$ cat src/verilog/charger_regs_pkg.sv
// Constants, field positions and carrier types for the charger status bank
// Functional notes
// - Undervoltage loop takeover sets alert bit 3
// - Input current loop takeover sets alert bit 2
// - Constant-current takeover sets alert bit 1
// - Constant-voltage takeover sets alert bit 0
// - Status word bits 13:0; bit 13 charging
// - Status bit 11 follows tracking pin high
// - Bit 10 set on equalize edge, held
// - Bit 9 shows gate-driver supply good
// - Bit 8 flags invalid cell-count pins
// - Bit 6 shows charging is permitted
// - Bit 5 shows frequency resistor missing
// - Bits 4 and 3 show protection shutdowns
// - Bit 2 shows input above battery
// - Bits 1 and 0 show supply lockouts
// - Battery voltage word at 0x3a
// - Input and system voltage words
// - Battery and input current words
// - Die temperature word at 0x3f
// - Thermistor ratio word at 0x40
// - Series resistance word plus retained current
// - Lithium temperature region from ratio thresholds
// - Chemistry pins encoded in bits 11:8
// - Writing zero clears; live condition re-raises
// - New alert holds alert pin low until ARA
package charger_regs_pkg;

	// Register sub-addresses
	localparam logic [7:0] ADDR_ALERTS = 8'h38;
	localparam logic [7:0] ADDR_STATUS = 8'h39;
	localparam logic [7:0] ADDR_VBAT = 8'h3a;
	localparam logic [7:0] ADDR_VIN = 8'h3b;
	localparam logic [7:0] ADDR_VSYS = 8'h3c;
	localparam logic [7:0] ADDR_IBAT = 8'h3d;
	localparam logic [7:0] ADDR_IIN = 8'h3e;
	localparam logic [7:0] ADDR_DIE_TEMP = 8'h3f;
	localparam logic [7:0] ADDR_NTC = 8'h40;
	localparam logic [7:0] ADDR_BSR = 8'h41;
	localparam logic [7:0] ADDR_REGION = 8'h42;
	localparam logic [7:0] ADDR_CHEM_CELLS = 8'h43;
	localparam logic [7:0] ADDR_BSR_CURRENT = 8'h48;

	// Alert bit positions
	localparam int AL_UVCL = 3;
	localparam int AL_IIN_LIMIT = 2;
	localparam int AL_CC = 1;
	localparam int AL_CV = 0;
	localparam int ALERT_W = 4;

	// Status word bit positions
	localparam int ST_CHARGER_ENABLED = 13;
	localparam int ST_MPPT = 11;
	localparam int ST_EQUALIZE = 10;
	localparam int ST_DRIVE_GOOD = 9;
	localparam int ST_CELL_ERROR = 8;
	localparam int ST_PERMITTED = 6;
	localparam int ST_NO_FREQ_RES = 5;
	localparam int ST_THERMAL = 4;
	localparam int ST_OVERVOLT = 3;
	localparam int ST_IN_ABOVE_BAT = 2;
	localparam int ST_SW_LOCKOUT = 1;
	localparam int ST_MEAS_LOCKOUT = 0;

	// Three-level pin codes from the pin detectors
	localparam logic [1:0] LVL_L = 2'h0;
	localparam logic [1:0] LVL_H = 2'h1;
	localparam logic [1:0] LVL_Z = 2'h2;

	// Chemistry codes; last lithium code bounds the region report
	localparam logic [3:0] CHEM_INVALID = 4'hf;
	localparam logic [3:0] CHEM_LAST_LITHIUM = 4'h6;
	localparam logic [3:0] CELLS_INVALID = 4'h0;
	localparam int REGION_THRESH_COUNT = 6;

	// Serial port constants
	localparam logic [6:0] ALERT_RESPONSE_ADDR = 7'h0c;
	localparam logic [3:0] BITS_PER_BYTE = 4'h8;

	// Comparator and status inputs from the analog side
	typedef struct packed {
		logic charger_enabled;
		logic drive_supply_good;
		logic charge_permitted;
		logic missing_freq_resistor;
		logic thermal_shutdown;
		logic input_overvoltage;
		logic input_above_battery;
		logic int_supply_above_switch_lockout;
		logic int_supply_above_meas_lockout;
	} sys_in_type;

	// Regulation loop ownership flags from the charger core
	typedef struct packed {
		logic uvcl_active;
		logic iin_limit_active;
		logic constant_current;
		logic constant_voltage;
	} loop_type;

	// One set of measurement results
	typedef struct packed {
		logic [15:0] vbat;
		logic [15:0] vin;
		logic [15:0] vsys;
		logic [15:0] ibat;
		logic [15:0] iin;
		logic [15:0] die_temp;
		logic [15:0] ntc_ratio;
	} meas_type;

	// Serial port states
	typedef enum logic [10:0] {
		S_IDLE = 11'h001,
		S_ADDR = 11'h002,
		S_ADDR_ACK = 11'h004,
		S_SUB = 11'h008,
		S_SUB_ACK = 11'h010,
		S_WLO = 11'h020,
		S_WLO_ACK = 11'h040,
		S_WHI = 11'h080,
		S_WHI_ACK = 11'h100,
		S_RD = 11'h200,
		S_RD_ACK = 11'h400
	} port_state_type;

endpackage

$ cat src/verilog/charger_status_telemetry_regs.sv
// Status, alert and telemetry register bank behind the two-wire port
`timescale 1ns/100ps
module charger_status_telemetry_regs
	import charger_regs_pkg::*;
	#(
	parameter logic [6:0] DEVICE_ADDR = 7'h2a, // Arbitrary value
	parameter int NUM_THRESH = REGION_THRESH_COUNT
	)
	(
	// Clock and reset
	input wire logic clk,
	input wire logic reset,
	// Two-wire port pins
	input wire logic scl,
	input wire logic sda_in,
	output logic sda_out,
	output logic sda_drive_n,
	// Open-drain alert pin
	input wire logic smbalert_in,
	output logic smbalert_out,
	output logic smbalert_drive_n,
	// Asynchronous pins and comparators
	input wire sys_in_type sys_pins,
	input wire logic mppt_pin,
	input wire logic equalize_pin,
	input wire logic [3:0] chemistry_select_pins,
	input wire logic [5:0] cell_select_pins,
	// Charger core, same clock
	input wire loop_type loop_active,
	input wire logic [3:0] alert_enable,
	input wire logic equalize_done,
	input wire logic [NUM_THRESH-1:0][15:0] region_thresh,
	// Measurement results, same clock
	input wire meas_type meas,
	input wire logic meas_strobe,
	input wire logic [15:0] bsr_value,
	input wire logic [15:0] resistance_calc_current,
	input wire logic bsr_strobe
	);

	localparam int SYNC_W = 23;
	// Serial pins rest high, so the flops reset to the idle bus level
	localparam logic [SYNC_W-1:0] SYNC_IDLE = {{(SYNC_W-2){1'b0}}, 2'h3};

	logic [SYNC_W-1:0] pin_meta;
	logic [SYNC_W-1:0] pin_sync;
	logic scl_q;
	logic sda_q;
	logic eq_q;
	wire sys_in_type sys_s;
	wire logic mppt_s;
	wire logic eq_s;
	wire logic [3:0] chem_s;
	wire logic [5:0] cells_s;
	wire logic scl_s;
	wire logic sda_s;

	// Every pin passes two flops; idle reset avoids a false SCL edge
	always_ff @(posedge clk) begin
		if (reset) begin
			pin_meta <= SYNC_IDLE;
			pin_sync <= SYNC_IDLE;
		end else begin
			pin_meta <= {sys_pins, mppt_pin, equalize_pin,
				chemistry_select_pins, cell_select_pins, scl, sda_in};
			pin_sync <= pin_meta;
		end
	end

	// Named slices of the synchronised pins
	assign {sys_s, mppt_s, eq_s, chem_s, cells_s, scl_s, sda_s} = pin_sync;

	// Delayed copies for edge detection
	always_ff @(posedge clk) begin
		if (reset) begin
			scl_q <= 1'b1;
			sda_q <= 1'b1;
			eq_q <= 1'b0;
		end else begin
			scl_q <= scl_s;
			sda_q <= sda_s;
			eq_q <= eq_s;
		end
	end

	wire logic scl_rise = scl_s & ~scl_q;
	wire logic scl_fall = ~scl_s & scl_q;
	wire logic start_cond = scl_s & scl_q & sda_q & ~sda_s;
	wire logic stop_cond = scl_s & scl_q & ~sda_q & sda_s;
	wire logic eq_rise = eq_s & ~eq_q;

	// Held telemetry; only the producing strobes load these
	meas_type meas_reg;
	logic [15:0] bsr_reg;
	logic [15:0] bsr_current_reg;

	always_ff @(posedge clk) begin
		if (reset) begin
			meas_reg <= '0;
			bsr_reg <= 16'h0000;
			bsr_current_reg <= 16'h0000;
		end else begin
			if (meas_strobe)
				meas_reg <= meas;
			if (bsr_strobe) begin
				bsr_reg <= bsr_value;
				bsr_current_reg <= resistance_calc_current;
			end
		end
	end

	// Chemistry pin decode, CHEM1 in the upper pair
	logic [3:0] chem_code;
	always_comb begin
		case (chem_s)
			{LVL_L, LVL_L}: chem_code = 4'h0;
			{LVL_H, LVL_H}: chem_code = 4'h1;
			{LVL_L, LVL_Z}: chem_code = 4'h2;
			{LVL_Z, LVL_L}: chem_code = 4'h3;
			{LVL_L, LVL_H}: chem_code = 4'h4;
			{LVL_H, LVL_Z}: chem_code = 4'h5;
			{LVL_Z, LVL_H}: chem_code = 4'h6;
			{LVL_Z, LVL_Z}: chem_code = 4'h7;
			{LVL_H, LVL_L}: chem_code = 4'h8;
			default: chem_code = CHEM_INVALID;
		endcase
	end

	// Cell-count decode; any unlisted combination is an error
	logic [3:0] cell_code;
	always_comb begin
		case (cells_s)
			{LVL_L, LVL_L, LVL_H}: cell_code = 4'h1;
			{LVL_L, LVL_H, LVL_L}: cell_code = 4'h2;
			{LVL_L, LVL_H, LVL_H}: cell_code = 4'h3;
			{LVL_L, LVL_L, LVL_Z}: cell_code = 4'h4;
			{LVL_L, LVL_Z, LVL_L}: cell_code = 4'h5;
			{LVL_L, LVL_H, LVL_Z}: cell_code = 4'h6;
			{LVL_L, LVL_Z, LVL_H}: cell_code = 4'h7;
			{LVL_L, LVL_Z, LVL_Z}: cell_code = 4'h8;
			{LVL_H, LVL_L, LVL_L}: cell_code = 4'h9;
			{LVL_H, LVL_H, LVL_H}: cell_code = 4'hc;
			default: cell_code = CELLS_INVALID;
		endcase
	end

	wire logic cell_error = (cell_code == CELLS_INVALID);

	// Thermistor region: one step per threshold the ratio falls below
	logic [NUM_THRESH-1:0] below;
	genvar gi;
	generate
		for (gi = 0; gi < NUM_THRESH; gi++) begin : g_thresh
			assign below[gi] = $signed(meas_reg.ntc_ratio) <
				$signed(region_thresh[gi]);
		end
	endgenerate

	logic [2:0] region_count;
	always_comb begin
		region_count = 3'h1;
		for (int i = 0; i < NUM_THRESH; i++)
			region_count = region_count + 3'(below[i]);
	end

	// Region only meaningful for lithium algorithms
	wire logic lithium = (chem_code <= CHEM_LAST_LITHIUM);
	wire logic [15:0] region_word =
		lithium ? {13'h0000, region_count} : 16'h0000;

	// Equalize request latches on the pin edge
	logic eq_req;
	wire logic next_eq_req = eq_rise | (eq_req & ~equalize_done);

	always_ff @(posedge clk) begin
		if (reset)
			eq_req <= 1'b0;
		else
			eq_req <= next_eq_req;
	end

	// Real-time status word, reserved bits read zero
	logic [15:0] status_word;
	always_comb begin
		status_word = 16'h0000;
		status_word[ST_CHARGER_ENABLED] = sys_s.charger_enabled;
		status_word[ST_MPPT] = mppt_s;
		status_word[ST_EQUALIZE] = eq_req;
		status_word[ST_DRIVE_GOOD] = sys_s.drive_supply_good;
		status_word[ST_CELL_ERROR] = cell_error;
		status_word[ST_PERMITTED] = sys_s.charge_permitted;
		status_word[ST_NO_FREQ_RES] = sys_s.missing_freq_resistor;
		status_word[ST_THERMAL] = sys_s.thermal_shutdown;
		status_word[ST_OVERVOLT] = sys_s.input_overvoltage;
		status_word[ST_IN_ABOVE_BAT] = sys_s.input_above_battery;
		status_word[ST_SW_LOCKOUT] =
			sys_s.int_supply_above_switch_lockout;
		status_word[ST_MEAS_LOCKOUT] =
			sys_s.int_supply_above_meas_lockout;
	end

	// Serial port registers
	port_state_type state;
	logic [3:0] bit_count;
	logic [7:0] shift_in;
	logic [7:0] tx_byte;
	logic [15:0] word_hold;
	logic [7:0] sub_addr;
	logic [7:0] low_byte;
	logic read_mode;
	logic ara_mode;
	logic high_next;
	logic master_ack;
	logic wr_pulse;
	logic [15:0] wr_data;
	logic ara_done;
	logic [ALERT_W-1:0] alert_flags;

	// Read mux; unmapped sub-addresses read zero
	logic [15:0] read_word;
	always_comb begin
		case (sub_addr)
			ADDR_ALERTS: read_word = {12'h000, alert_flags};
			ADDR_STATUS: read_word = status_word;
			ADDR_VBAT: read_word = meas_reg.vbat;
			ADDR_VIN: read_word = meas_reg.vin;
			ADDR_VSYS: read_word = meas_reg.vsys;
			ADDR_IBAT: read_word = meas_reg.ibat;
			ADDR_IIN: read_word = meas_reg.iin;
			ADDR_DIE_TEMP: read_word = meas_reg.die_temp;
			ADDR_NTC: read_word = meas_reg.ntc_ratio;
			ADDR_BSR: read_word = bsr_reg;
			ADDR_REGION: read_word = region_word;
			ADDR_CHEM_CELLS: read_word = {4'h0, chem_code, 4'h0, cell_code};
			ADDR_BSR_CURRENT: read_word = bsr_current_reg;
			default: read_word = 16'h0000;
		endcase
	end

	// Alert response returns our own address byte
	wire logic [15:0] load_word =
		ara_mode ? {8'h00, DEVICE_ADDR, 1'b0} : read_word;
	wire logic byte_done = (bit_count == BITS_PER_BYTE);
	wire logic addr_match = (shift_in[7:1] == DEVICE_ADDR);
	logic alert_pending;
	wire logic ara_match = (shift_in[7:1] == ALERT_RESPONSE_ADDR) &
		shift_in[0] & alert_pending;

	// Byte engine: sample on SCL rise, change SDA on SCL fall
	always_ff @(posedge clk) begin
		if (reset) begin
			state <= S_IDLE;
			bit_count <= 4'h0;
			shift_in <= 8'h00;
			tx_byte <= 8'h00;
			word_hold <= 16'h0000;
			sub_addr <= 8'h00;
			low_byte <= 8'h00;
			read_mode <= 1'b0;
			ara_mode <= 1'b0;
			high_next <= 1'b0;
			master_ack <= 1'b0;
			wr_pulse <= 1'b0;
			wr_data <= 16'h0000;
			ara_done <= 1'b0;
			sda_drive_n <= 1'b1;
			sda_out <= 1'b0;
		end else begin
			wr_pulse <= 1'b0;
			ara_done <= 1'b0;
			if (start_cond) begin
				state <= S_ADDR;
				bit_count <= 4'h0;
				sda_drive_n <= 1'b1;
			end else if (stop_cond) begin
				state <= S_IDLE;
				sda_drive_n <= 1'b1;
			end else if (scl_rise) begin
				shift_in <= {shift_in[6:0], sda_s};
				bit_count <= 4'(bit_count + 4'h1);
				if (state == S_RD_ACK) begin
					master_ack <= ~sda_s;
					ara_done <= ara_mode;
				end
			end else if (scl_fall) begin
				case (state)
					S_ADDR: begin
						if (byte_done && (addr_match || ara_match)) begin
							read_mode <= shift_in[0];
							ara_mode <= ~addr_match;
							sda_drive_n <= 1'b0;
							state <= S_ADDR_ACK;
						end else if (byte_done) begin
							state <= S_IDLE;
						end
					end
					S_ADDR_ACK: begin
						bit_count <= 4'h0;
						if (read_mode) begin
							word_hold <= load_word;
							tx_byte <= load_word[7:0];
							sda_drive_n <= load_word[7];
							high_next <= ~ara_mode;
							state <= S_RD;
						end else begin
							sda_drive_n <= 1'b1;
							state <= S_SUB;
						end
					end
					S_SUB: begin
						if (byte_done) begin
							sub_addr <= shift_in;
							sda_drive_n <= 1'b0;
							state <= S_SUB_ACK;
						end
					end
					S_SUB_ACK: begin
						sda_drive_n <= 1'b1;
						bit_count <= 4'h0;
						state <= S_WLO;
					end
					S_WLO: begin
						if (byte_done) begin
							low_byte <= shift_in;
							sda_drive_n <= 1'b0;
							state <= S_WLO_ACK;
						end
					end
					S_WLO_ACK: begin
						sda_drive_n <= 1'b1;
						bit_count <= 4'h0;
						state <= S_WHI;
					end
					S_WHI: begin
						if (byte_done) begin
							wr_data <= {shift_in, low_byte};
							wr_pulse <= 1'b1;
							sda_drive_n <= 1'b0;
							state <= S_WHI_ACK;
						end
					end
					S_WHI_ACK: begin
						sda_drive_n <= 1'b1;
						state <= S_IDLE;
					end
					S_RD: begin
						if (byte_done) begin
							sda_drive_n <= 1'b1;
							state <= S_RD_ACK;
						end else begin
							tx_byte <= {tx_byte[6:0], 1'b0};
							sda_drive_n <= tx_byte[6];
						end
					end
					S_RD_ACK: begin
						bit_count <= 4'h0;
						if (master_ack && high_next) begin
							tx_byte <= word_hold[15:8];
							sda_drive_n <= word_hold[15];
							high_next <= 1'b0;
							state <= S_RD;
						end else begin
							state <= S_IDLE;
						end
					end
					default: state <= S_IDLE;
				endcase
			end
		end
	end

	// Alert flags: only the alert word honours writes
	wire logic [ALERT_W-1:0] loop_bits = loop_active;
	wire logic [ALERT_W-1:0] alert_set = alert_enable & loop_bits;
	wire logic alert_write = wr_pulse && (sub_addr == ADDR_ALERTS);
	wire logic [ALERT_W-1:0] alert_clear =
		alert_write ? ~wr_data[ALERT_W-1:0] : '0;
	wire logic [ALERT_W-1:0] kept = alert_flags & ~alert_clear;
	// Set wins over clear, so a live condition comes straight back
	wire logic [ALERT_W-1:0] next_alert_flags =
		(kept | alert_set) & alert_enable;
	// Compared with the post-clear value so a re-raise alerts again
	wire logic new_alert = |(alert_set & ~kept);
	wire logic next_alert_pending = new_alert | (alert_pending & ~ara_done);

	always_ff @(posedge clk) begin
		if (reset) begin
			alert_flags <= '0;
			alert_pending <= 1'b0;
			smbalert_drive_n <= 1'b1;
			smbalert_out <= 1'b0;
		end else begin
			alert_flags <= next_alert_flags;
			alert_pending <= next_alert_pending;
			smbalert_drive_n <= ~next_alert_pending;
		end
	end
endmodule // charger_status_telemetry_regs

$ cat config.mk
export PLATFORM = sky130hd
export DESIGN_NAME = charger_status_telemetry_regs
export DESIGN_NICKNAME = d
export VERILOG_FILES = /design/src/verilog/charger_regs_pkg.sv /design/src/verilog/charger_status_telemetry_regs.sv
export SDC_FILE = /design/constraint.sdc
export NUM_CORES = 1
export LEC_CHECK = 0
export BUFFER_PORTS_ARGS = -buffer_cell sky130_fd_sc_hd__buf_2
export CAP_MARGIN = 30
export CORE_ASPECT_RATIO = 0.9
export CORE_MARGIN = 8
export CORE_UTILIZATION = 50
export DETAILED_ROUTE_END_ITERATION = 16
export PLACE_DENSITY = 0.71
export SYNTH_ARGS = -nofsm -noshare
export SYNTH_HDL_FRONTEND = slang
export SYNTH_SLANG_ARGS = --single-unit
$ cat constraint.sdc
create_clock -name clk -period 5.3 [get_ports clk]
set_input_delay 0.795 -clock clk [delete_from_list [all_inputs] [get_ports clk]]
set_output_delay 0.795 -clock clk [all_outputs]
set_load 0.02 [all_outputs]
Word-level counts from Yosys, hierarchy flattened
Memories as Yosys holds them, arrays and structs flattened. A register that Yosys moved wholly into a read port is not among the register bits. Cells that the tools add are included.

Register bits: 269. Latch bits: 0. Memory bits (writable): 0. Memory bits (read-only): 192. Input bits: 277. Memories kept: 2.

Memories: (no name shown) (words 32, width 4, rd ports 1, clocked after Yosys merged registers in 1, write ports 0, line charger_status_telemetry_regs.sv:132) `case (cells_s)`; (no name shown) (words 16, width 4, rd ports 1, clocked after Yosys merged registers in 1, write ports 0, line charger_status_telemetry_regs.sv:115) `case (chem_s)`.

$add $sub $neg: 7. $mul: 0. Divide/modulo/power cells: 0. Order comparisons: 7. Eq/ne operators: 42. Shift-type cells: 0. Mux-type cells: 37. Bitwise gates (word level): 38. Reduce and logical (&&, ||, !) cells: 32.

Operator list (number): one-hot mux 16 bit (13 select lines) (1); one-hot mux 11 bit (9 select lines) (1); < comparator 16 bit (6); two-way mux 11 bit (6); equality test 8 x 6 -> 1 bit (second input constant) (8); equality test 8 x 7 -> 1 bit (second input constant) (5); AND reduction 6 bit (6); two-way mux 4 bit (6); two-way mux 7 bit (3); one-hot mux 7 bit (3 select lines) (1); AND reduction 7 bit (3); two-way mux 10 bit (2); AND 4 bit (4); two-way mux 16 bit (1); != test 4 bit (second input constant) (4); NOT 1 bit (16); != test 2 bit (second input constant) (7); adder 3 x 1 -> 3 bit (4); AND 1 bit (12); NOT 4 bit (3); equality test 11 x 10 -> 1 bit (second input constant) (1); equality test 11 bit (second input constant) (1); equality test 11 x 2 -> 1 bit (second input constant) (1); equality test 11 x 3 -> 1 bit (second input constant) (1); 39 further kinds (60).

Depth between registers and ports, before layout
Gate-level depths: netlist (run 1).

Depth in word-level cells: 12. Gate-level depth with buffers: 17.

Worst setup path before layout (run 1)
No wires, ideal clock.

Path type: input to register. Start: input port region_thresh[45] (netlist bit). End: register tx_byte[1]. Arrival: 4653 ps. Setup slack: 505 ps. Cell stages on the path: 16. Path buffers: 0. Cells stage by stage: inv_1 ha_1 a21o_1 a2111o_1 nor2_1 o311ai_0 o21ai_0 a21oi_1 ha_1 fa_1 fa_1 fa_1 o2bb2ai_1 or4_1 o2111ai_1 o311ai_0.

Longest elaborated chain between the ends: 10.

RTL lines: start, declared (line charger_status_telemetry_regs.sv:32) `input wire logic [NUM_THRESH-1:0][15:0] region_thresh,`; < comparator 16 bit (line charger_status_telemetry_regs.sv:154) `assign below[gi] = $signed(meas_reg.ntc_ratio) <`; adder 3 x 1 -> 3 bit (4 in series) (line charger_status_telemetry_regs.sv:163) `region_count = region_count + 3'(below[i]);`; two-way mux 3 bit (line charger_status_telemetry_regs.sv:169) `lithium ? {13'h0000, region_count} : 16'h0000;`; one-hot mux 16 bit (13 select lines) (line charger_status_telemetry_regs.sv:222) `case (sub_addr)`; two-way mux 16 bit (line charger_status_telemetry_regs.sv:242) `ara_mode ? {8'h00, DEVICE_ADDR, 1'b0} : read_word;`; two-way mux 7 bit (line charger_status_telemetry_regs.sv:299) `if (read_mode) begin`; one-hot mux 7 bit (3 select lines) (line charger_status_telemetry_regs.sv:286) `case (state)`; end signal, assigned (line charger_status_telemetry_regs.sv:301) `tx_byte <= load_word[7:0];`; end signal, assigned (line charger_status_telemetry_regs.sv:351) `tx_byte <= {tx_byte[6:0], 1'b0};`; end signal, assigned (line charger_status_telemetry_regs.sv:358) `tx_byte <= word_hold[15:8];`; end, declared (line charger_status_telemetry_regs.sv:206) `logic [7:0] tx_byte;`.

No other way between the ends. The select of a mux whose other input is x is not followed. A chain may end at the register's enable or synchronous reset.

Worst setup path in the final report (run 1)
Start: register meas_reg[9] (netlist bit). End: register tx_byte[1].

Longest elaborated chain between the ends: 12.

RTL lines: start, declared (line charger_status_telemetry_regs.sv:93) `meas_type meas_reg;`; start signal, assigned (line charger_status_telemetry_regs.sv:104) `meas_reg <= meas;`; < comparator 16 bit (line charger_status_telemetry_regs.sv:154); adder 1 x 1 -> 2 bit (line charger_status_telemetry_regs.sv:163); adder 2 x 1 -> 3 bit (line charger_status_telemetry_regs.sv:163); adder 3 x 1 -> 3 bit (3 in series) (line charger_status_telemetry_regs.sv:163); adder 3 x 1 -> 3 bit (*) (line charger_status_telemetry_regs.sv:163); two-way mux 3 bit (*) (line charger_status_telemetry_regs.sv:169); one-hot mux 16 bit (13 select lines) (*) (line charger_status_telemetry_regs.sv:222); two-way mux 16 bit (*) (line charger_status_telemetry_regs.sv:242); two-way mux 7 bit (*) (line charger_status_telemetry_regs.sv:299); one-hot mux 7 bit (3 select lines) (*) (line charger_status_telemetry_regs.sv:286).

Every way passes the cells marked *; elsewhere a longest branch is shown, timed or not. The select of a mux whose other input is x is not followed.

==> impl_metrics.py, run 1 <==
metrics = {
    "clock_network": {
        "cts-root-buf": "clkbuf_16",
        "cts.reportedPaths.clkPinSlew_ns": 0.06,
        "cts_max_level": 1,
        "clock-sinks": 260,
        "post_cts_buffers": 0,
        "ctsHoldBuffers": 0,
        "cts_made_buffers": 28,
        "cts_tree": "built",
        "cts_resized": 0,
        "insertion_delay_ns": 0.55,
        "cts_buffer_depth": 3,
    },
    "power": {
        "power_frac_clock_pct": 41.5,
        "p_leak_nw": 7.85,
        "netSwitchingFraction_pct": 25.4,
        "pwr-share-comb_pct": 12.5,
        "power.density_nw_per_um2": 282,
        "p_int_mw": 3.43,
        "power_mw": 4.60,
        "ir_worst_vdd_uv": 274,
        "p_switching_mw": 1.17,
        "pwr-share-seq_pct": 46.0,
    },
    "cells_and_area": {
        "layout.nets": 2159,
        "largest_reg_flops": 112,
        "area_growth_pct": 19.0,
        "design_area_um2": 16300,
        "multiInputGateArea_um2": 7720,
        "drive_gt1_share_pct": 21.3,
        "register_area_um2": 5200,
        "fillers": 2370,
    },
    "yosys": {
        "async_reset_ff_share_pct": 0,
        "ys_seq_elements": 260,
        "ys_warn_count": 0,
        "syn_area_per_cell_um2": 8.90,
        "netlist.area_leader.share_pct": 38.0,
        "yosys.area.top_type": "dfxtp_1",
        "yosysMostFrequentCell": "dfxtp_1",
        "seq_area_frac_synth_pct": 38.0,
        "synthCells": 1540,
        "netlist_area_um2": 13700,
        "synth-edff-count": 0,
        "synth_common_cells": "dfxtp_1, nor2_1, mux2i_1",
        "synthTopCellsByArea": "dfxtp_1, mux2i_1, ha_1, nor2_1, inv_1",
        "ys.flop_type": "dfxtp_1",
        "synth.distinct_cells": 77,
    },
    "setup_path": {
        "critPathLaunchType": "flip-flop",
        "end_kind": "flip-flop",
        "cp_num_buf_inv": 0,
        "timing.rr.end": "tx_byte[1]",
        "r2r_start": "meas_reg[9]",
        "crit_family": "adder cells",
        "crit_fanout": 8,
        "reg2regPathDepth": 14,
        "timing_worst_setup_path_type": "flip-flop to flip-flop",
        "path_cells": "ha_1, a21o_1, a21oi_1, nor2_1, a2111oi_0, o21ai_0, mux2_2, fa_1, fa_1, fa_1, o2bb2ai_1, or4_1, o2111ai_1, o311ai_0",
        "slowest_delay_ns": 0.68,
        "cpMaxStageDelayCell": "dfxtp_1",
        "required_ns": 5.69,
        "arrival_ns": 5.13,
        "path_common_cell": "fa_1",
        "reg2reg_slack_ns": 0.56,
    },
    "global_route": {
        "grt_max_degree": 92,
        "grt.overflow.total": 0,
        "grt_pass1_wl_mm": 67.5,
        "grtUsageTotal_pct": 25.3,
        "antenna_found_initial": 5,
        "grt_pass1_vias": 12400,
    },
    "routing": {
        "drt_wl_total_mm": 43.6,
        "ant_nets": 0,
        "vias_per_cell": 5.70,
        "dr.pass1.iters": 7,
        "routed-via-count": 12300,
        "wl_per_cell_um": 20.2,
        "drc": 0,
        "drt_iter0_markers": 1192,
    },
    "run": {
        "cap_viol_max_count": 0,
    },
    "sta": {
        "finalSetupViolCount": 0,
        "maxSlewViolCount": 0,
        "tightest_slew_ns": 1.12,
        "fin_crit_sh_pct": 89.5,
        "relSlewSlack_pct": 24.8,
        "finClkSkew_ns": 0.0257,
        "fmax_ghz": 0.211,
        "finalHoldViolCount": 0,
        "fin_tns_setup_ns": 0,
        "rsz0062_at_grt": "false",
        "hold_ws_ns": 0.409,
        "fin_crit_ns": 4.74,
    },
    "floorplanning": {
        "die_y_um": 173,
        "die-width_um": 191,
        "rows": 57,
        "start_util_pct": 50.9,
        "die-area_um2": 33000,
        "ioPinCount": 281,
        "core_area_um2": 27000,
    },
    "place": {
        "hpwlAfterDp_mm": 33.4,
        "numPortBuffers": 277,
        "dpl_cell_area_um2": 15400,
        "gp_congestion": 0.990,
    },
    "hold_path": {
        "min_path_cells": 1,
        "worstHoldStart": "pin_meta[1]",
        "whs_endpoint": "pin_sync[1]",
        "hold_class": "flip-flop to flip-flop",
    },
    "run_status": {
        "status": "finished clean",
    },
}
cell families after synthesis:
group	after synthesis	share of synthesized area, %
xor+xnor	6	0.383
fa+ha+maj	102	9.47
compound gates	264	13.6
other cells	1	0.0274
buf+inv	203	5.77
mux	201	14.9
simple gates	503	17.9
flops	260	38.0
stage by stage:
stage / util (%) / instances / worst slack (ns)
4_1_cts: 60.4 / 2155 / 0.570
5_1_grt: 60.5 / 2158 / 0.365
6_report: 60.5 / 2159 / 0.557
2_1_floorplan: - / 1541 / 0.505
3_3_place_gp: 56.9 / 2102 / 0.162
3_5_place_dp: 57.0 / 2103 / 0.0297
layout by cell type, fill, tap and decap left out, types with 9 or more instances in the layout:
cell type,instances
nand2b_1,16
a21o_1,27
nor2b_1,48
mux2i_1,185
mux2_2,15
a21oi_1,59
a32oi_1,10
dfxtp_1,260
nor4_1,12
o21ai_0,32
buf_4,18
nand3_1,24
nand2_1,64
buf_2,275
clkinv_2,9
ha_1,99
a221oi_1,9
nand4_1,19
nor2_1,229
clkbuf_16,29
a31oi_1,11
nor3_1,27
inv_1,115
a211oi_1,11
a22oi_1,24
how the worst max path moves through the flow:
stage | endpoint | cells past startpoint | slack (ns) | start
floorplan | tx_byte[1] | 16 | 0.51 | region_thresh[45]
global placement | tx_byte[1] | 17 | 0.16 | region_thresh[45]
detailed placement | tx_byte[1] | 17 | 0.03 | region_thresh[45]
CTS | tx_byte[1] | 14 | 0.57 | meas_reg[9]
global route | tx_byte[1] | 14 | 0.37 | meas_reg[9]
finish | tx_byte[1] | 14 | 0.56 | meas_reg[9]
area by class of cell:
class                           count  area share (%)
Multi-Input combinational cell   1078            47.4
Clock inverter                     12           0.437
Antenna cell                        3          0.0460
Sequential cell                   260            31.9
Inverter                          115            2.65
Clock buffer                       40            5.19
Tap cell                          354            2.72
Timing Repair Buffer              297            9.70
worst register-to-register path, delay by kind of cell, from the launching register on:
| kind | cells | cell delay, ns |
|---|---|---|
| adders and majority gates | 4 | 1.80 |
| and+or+nand+nor | 2 | 0.54 |
| AOI/OAI and AO/OA | 7 | 1.28 |
| DFF | 1 | 0.68 |
| muxes | 1 | 0.29 |
power groups by stage:
| stage | Combinational [mW] | Sequential, mW | Clock, mW |
|---|---|---|---|
| floorplan | 0.362 | 2.13 | 0 |
| global placement | 0.548 | 2.16 | 0 |
| detailed placement | 0.569 | 2.16 | 0 |
| CTS | 0.574 | 2.12 | 1.93 |
| global route | 0.643 | 2.12 | 2.02 |
| finish | 0.575 | 2.12 | 1.91 |
per-layer routing:
metal / vias up / share of wire [%] / track usage [%] / wire, um
met5: - / 0.044 / 0 / 19
met4: 4 / 3.5 / 9.01 / 1530
met3: 101 / 8.4 / 5.67 / 3640
met2: 522 / 44 / 40.2 / 19400
met1: 5733 / 44 / 33.2 / 19000
li1: 5946 / - / - / -
Note: power is estimated with default switching activity, not from simulation.
==> run 2, diff against run 1 <==
--- a/config.mk
+++ b/config.mk
@@ -5,6 +5,7 @@
 export SDC_FILE = /design/constraint.sdc
 export NUM_CORES = 1
 export LEC_CHECK = 0
+export ABC_AREA = 1
 export BUFFER_PORTS_ARGS = -buffer_cell sky130_fd_sc_hd__buf_2
 export CAP_MARGIN = 30
 export CORE_ASPECT_RATIO = 0.9
==> run 2 against run 1 <==
  * Hold slack worse by 0.014 ns
  * Synthesized cell count is 32% higher
  * Non-clock buffer count is 12 lower
  * Maximum frequency rose by 12%
  * Sequential cell count did not move
  * Combinational power rose by 7.5%
  * Power rose by 2.6%
  * Clock power rose by 4%
  * Sequential power about the same
  * Core utilization shrank 1.1 points
  * Sequential share of layout area decreased by 0.28 points
  * Die area is 1.8% higher
  * Critical endpoint unchanged
==> impl_metrics.py, run 2 <==
metrics = {
    "cells_and_area": {
        "area_growth_pct": 17.7,
        "most-common-layout-cells": "nor2_1, inv_1, buf_2",
        "drive_gt1_share_pct": 17.3,
        "final_core_util_pct": 59.4,
        "antenna_cells": 0,
        "layout.nets": 2649,
        "final_common_cell": "nor2_1",
        "fillers": 2661,
        "multiInputGateArea_um2": 7270,
        "register_area_um2": 5200,
        "largest_reg_flops": 112,
    },
    "global_route": {
        "grt_util_met3_pct": 3.67,
        "grtUsageTotal_pct": 24.8,
        "grt_pass1_vias": 13600,
        "met1_usage_pct": 33.5,
        "grt_max_degree": 108,
        "antenna_found_initial": 0,
        "grt_pass1_wl_mm": 68.0,
        "top_usage_layer": "met2",
        "grt.overflow.total": 0,
        "met2_usage_pct": 40.5,
    },
    "floorplanning": {
        "start_util_pct": 50.4,
        "ioPinCount": 281,
        "die-area_um2": 33600,
        "die_y_um": 175,
        "core_area_um2": 27700,
        "die-width_um": 192,
        "rows": 58,
    },
    "sta": {
        "finalSetupViolCount": 0,
        "fmax_ghz": 0.237,
        "maxSlewViolCount": 0,
        "relSlewSlack_pct": 32.7,
        "rsz0062_at_grt": "false",
        "fin_crit_ns": 4.22,
        "finalHoldViolCount": 0,
        "finClkSkew_ns": 0.0257,
        "tightest_slew_ns": 1.01,
        "fin_crit_sh_pct": 79.7,
        "fin_tns_setup_ns": 0,
    },
    "clock_network": {
        "cts.reportedPaths.clkPinSlew_ns": 0.06,
        "cts_tree": "built",
        "cts_buffer_depth": 3,
        "cts-root-buf": "clkbuf_16",
        "post_cts_buffers": 0,
        "cts_max_level": 1,
        "cts_made_buffers": 27,
        "cts_resized": 0,
        "insertion_delay_ns": 0.56,
        "ctsHoldBuffers": 0,
        "clock-sinks": 260,
    },
    "setup_path": {
        "end_kind": "flip-flop",
        "critPathLaunchType": "flip-flop",
        "timing_worst_setup_path_type": "flip-flop to flip-flop",
        "required_ns": 5.73,
        "arrival_ns": 4.65,
        "crit_fanout": 8,
    },
    "yosys": {
        "synth_common_cells": "nor2_1, inv_1, dfxtp_1, nand2_1, o21ai_0",
        "ys_seq_elements": 260,
        "seq_area_frac_synth_pct": 37.2,
        "async_reset_ff_share_pct": 0,
        "netlist_area_um2": 14000,
        "ys.flop_type": "dfxtp_1",
        "yosys.area.top_type": "dfxtp_1",
        "synthCells": 2037,
        "yosysMostFrequentCell": "nor2_1",
        "synth-edff-count": 0,
        "synthTopCellsByArea": "dfxtp_1, nor2_1, ha_1, o21ai_0, inv_1",
        "syn_area_per_cell_um2": 6.86,
        "synth.distinct_cells": 40,
        "ys_warn_count": 0,
        "netlist.area_leader.share_pct": 37.2,
    },
    "routing": {
        "drt_iter0_markers": 1037,
        "dr.pass1.iters": 8,
        "drt_wl_total_mm": 42.9,
        "ant_nets": 0,
        "vias_per_cell": 5.24,
        "wl_per_cell_um": 16.2,
        "drc": 0,
        "routed-via-count": 13900,
    },
    "run_status": {
        "status": "finished clean",
    },
    "hold_path": {
        "hold_class": "flip-flop to flip-flop",
    },
    "power": {
        "p_leak_nw": 8.22,
        "power.density_nw_per_um2": 287,
        "ir_worst_vdd_uv": 293,
    },
    "place": {
        "numPortBuffers": 277,
        "hpwlAfterDp_mm": 32.7,
        "gp_congestion": 0.926,
    },
    "run": {
        "cap_viol_max_count": 0,
    },
}
run 2: changes by cell type after synthesis, sizes merged, moves of 24 or more:
cell	change
nand2	+214
o21ai	+204
inv	+187
mux2i	-185
nand3	+132
nor2	+131
a21oi	+112
nor2b	-48
a21o	-26
a22oi	-24
run 2: routing by layer:
metal	vias to the layer above	part of all wire (%)	wire [um]
met3	77	7.1	3070
met1	6295	45	19400
met5	-	0	0
met2	480	45	19300
li1	7026	-	-
met4	0	2.6	1130
run 2: final cells by class:
| cell class | count | area share [%] |
|---|---|---|
| flip-flops and latches | 260 | 31.6 |
| repair buffers | 285 | 8.87 |
| inverters | 304 | 6.96 |
| clock buffers | 33 | 4.43 |
| clock inverters | 16 | 1.22 |
| well taps | 360 | 2.74 |
| multi-input cells | 1392 | 44.2 |
run 2: worst paths after layout:
check / slack (ns) / cells past startpoint / endpoint / from
hold / removal: 0.39 / 2 / pin_sync[17] / pin_meta[17]
hold reg to reg: 0.39 / 2 / pin_sync[17] / pin_meta[17]
setup reg to reg: 1.08 / 20 / tx_byte[1] / meas_reg[3]
setup / recovery: 1.08 / 20 / tx_byte[1] / meas_reg[3]
run 2: cell families (layout without fill, tap and decap cells):
logic type	count (synthesis)	count (layout)	share of synthesized area, %
AND/OR/NAND/NOR	860	860	26.9
AO/OA/AOI/OAI	427	427	15.6
buffers and inverters	386	638	10.8
flip-flops	260	260	37.2
adder cells (fa/ha/maj)	102	102	9.29
other	1	2	0.0268
XOR/XNOR	1	1	0.0627
run 2: stage by stage:
stage / hold slack [ns] / power [mW] / std cells / setup WS (ns) / instance area, um^2
CTS: 0.396 / 4.73 / 2650 / 1.10 / 16500
detailed placement: 0.392 / 2.78 / 2601 / 0.817 / 15500
finish: 0.395 / 4.72 / 2650 / 1.08 / 16500
floorplan: 0.388 / 2.53 / 2038 / 1.41 / 14000
global route: 0.418 / 4.92 / 2650 / 0.862 / 16500
global placement: 0.390 / 2.75 / 2601 / 0.882 / 15500
run 2: power breakdown:
part           switching (mW)  leakage (nW)  total, mW  internal, mW
Sequential             0.0669          2.15       2.12          2.06
Clock                   0.803         0.460       1.98          1.18
Combinational           0.365          5.62      0.618         0.253
Total                    1.23          8.22       4.72          3.49
run 2: worst max-delay path, cell delays in order (launching register included):
cell and delay [ns]:
dfxtp_1 0.61, ha_1 0.34, a21oi_1 0.13, o21ai_0 0.14, nand2_1 0.09, o211ai_1 0.15, nand2_1 0.12, nand2_1 0.05
nand2_1 0.05, nand2_1 0.06, ha_1 0.30, fa_1 0.52, fa_1 0.45, fa_1 0.57, nor2_1 0.07, nand2_1 0.07
nand2_1 0.05, nor2_1 0.09, nand3_1 0.10, nand2_1 0.08, a21oi_1 0.05
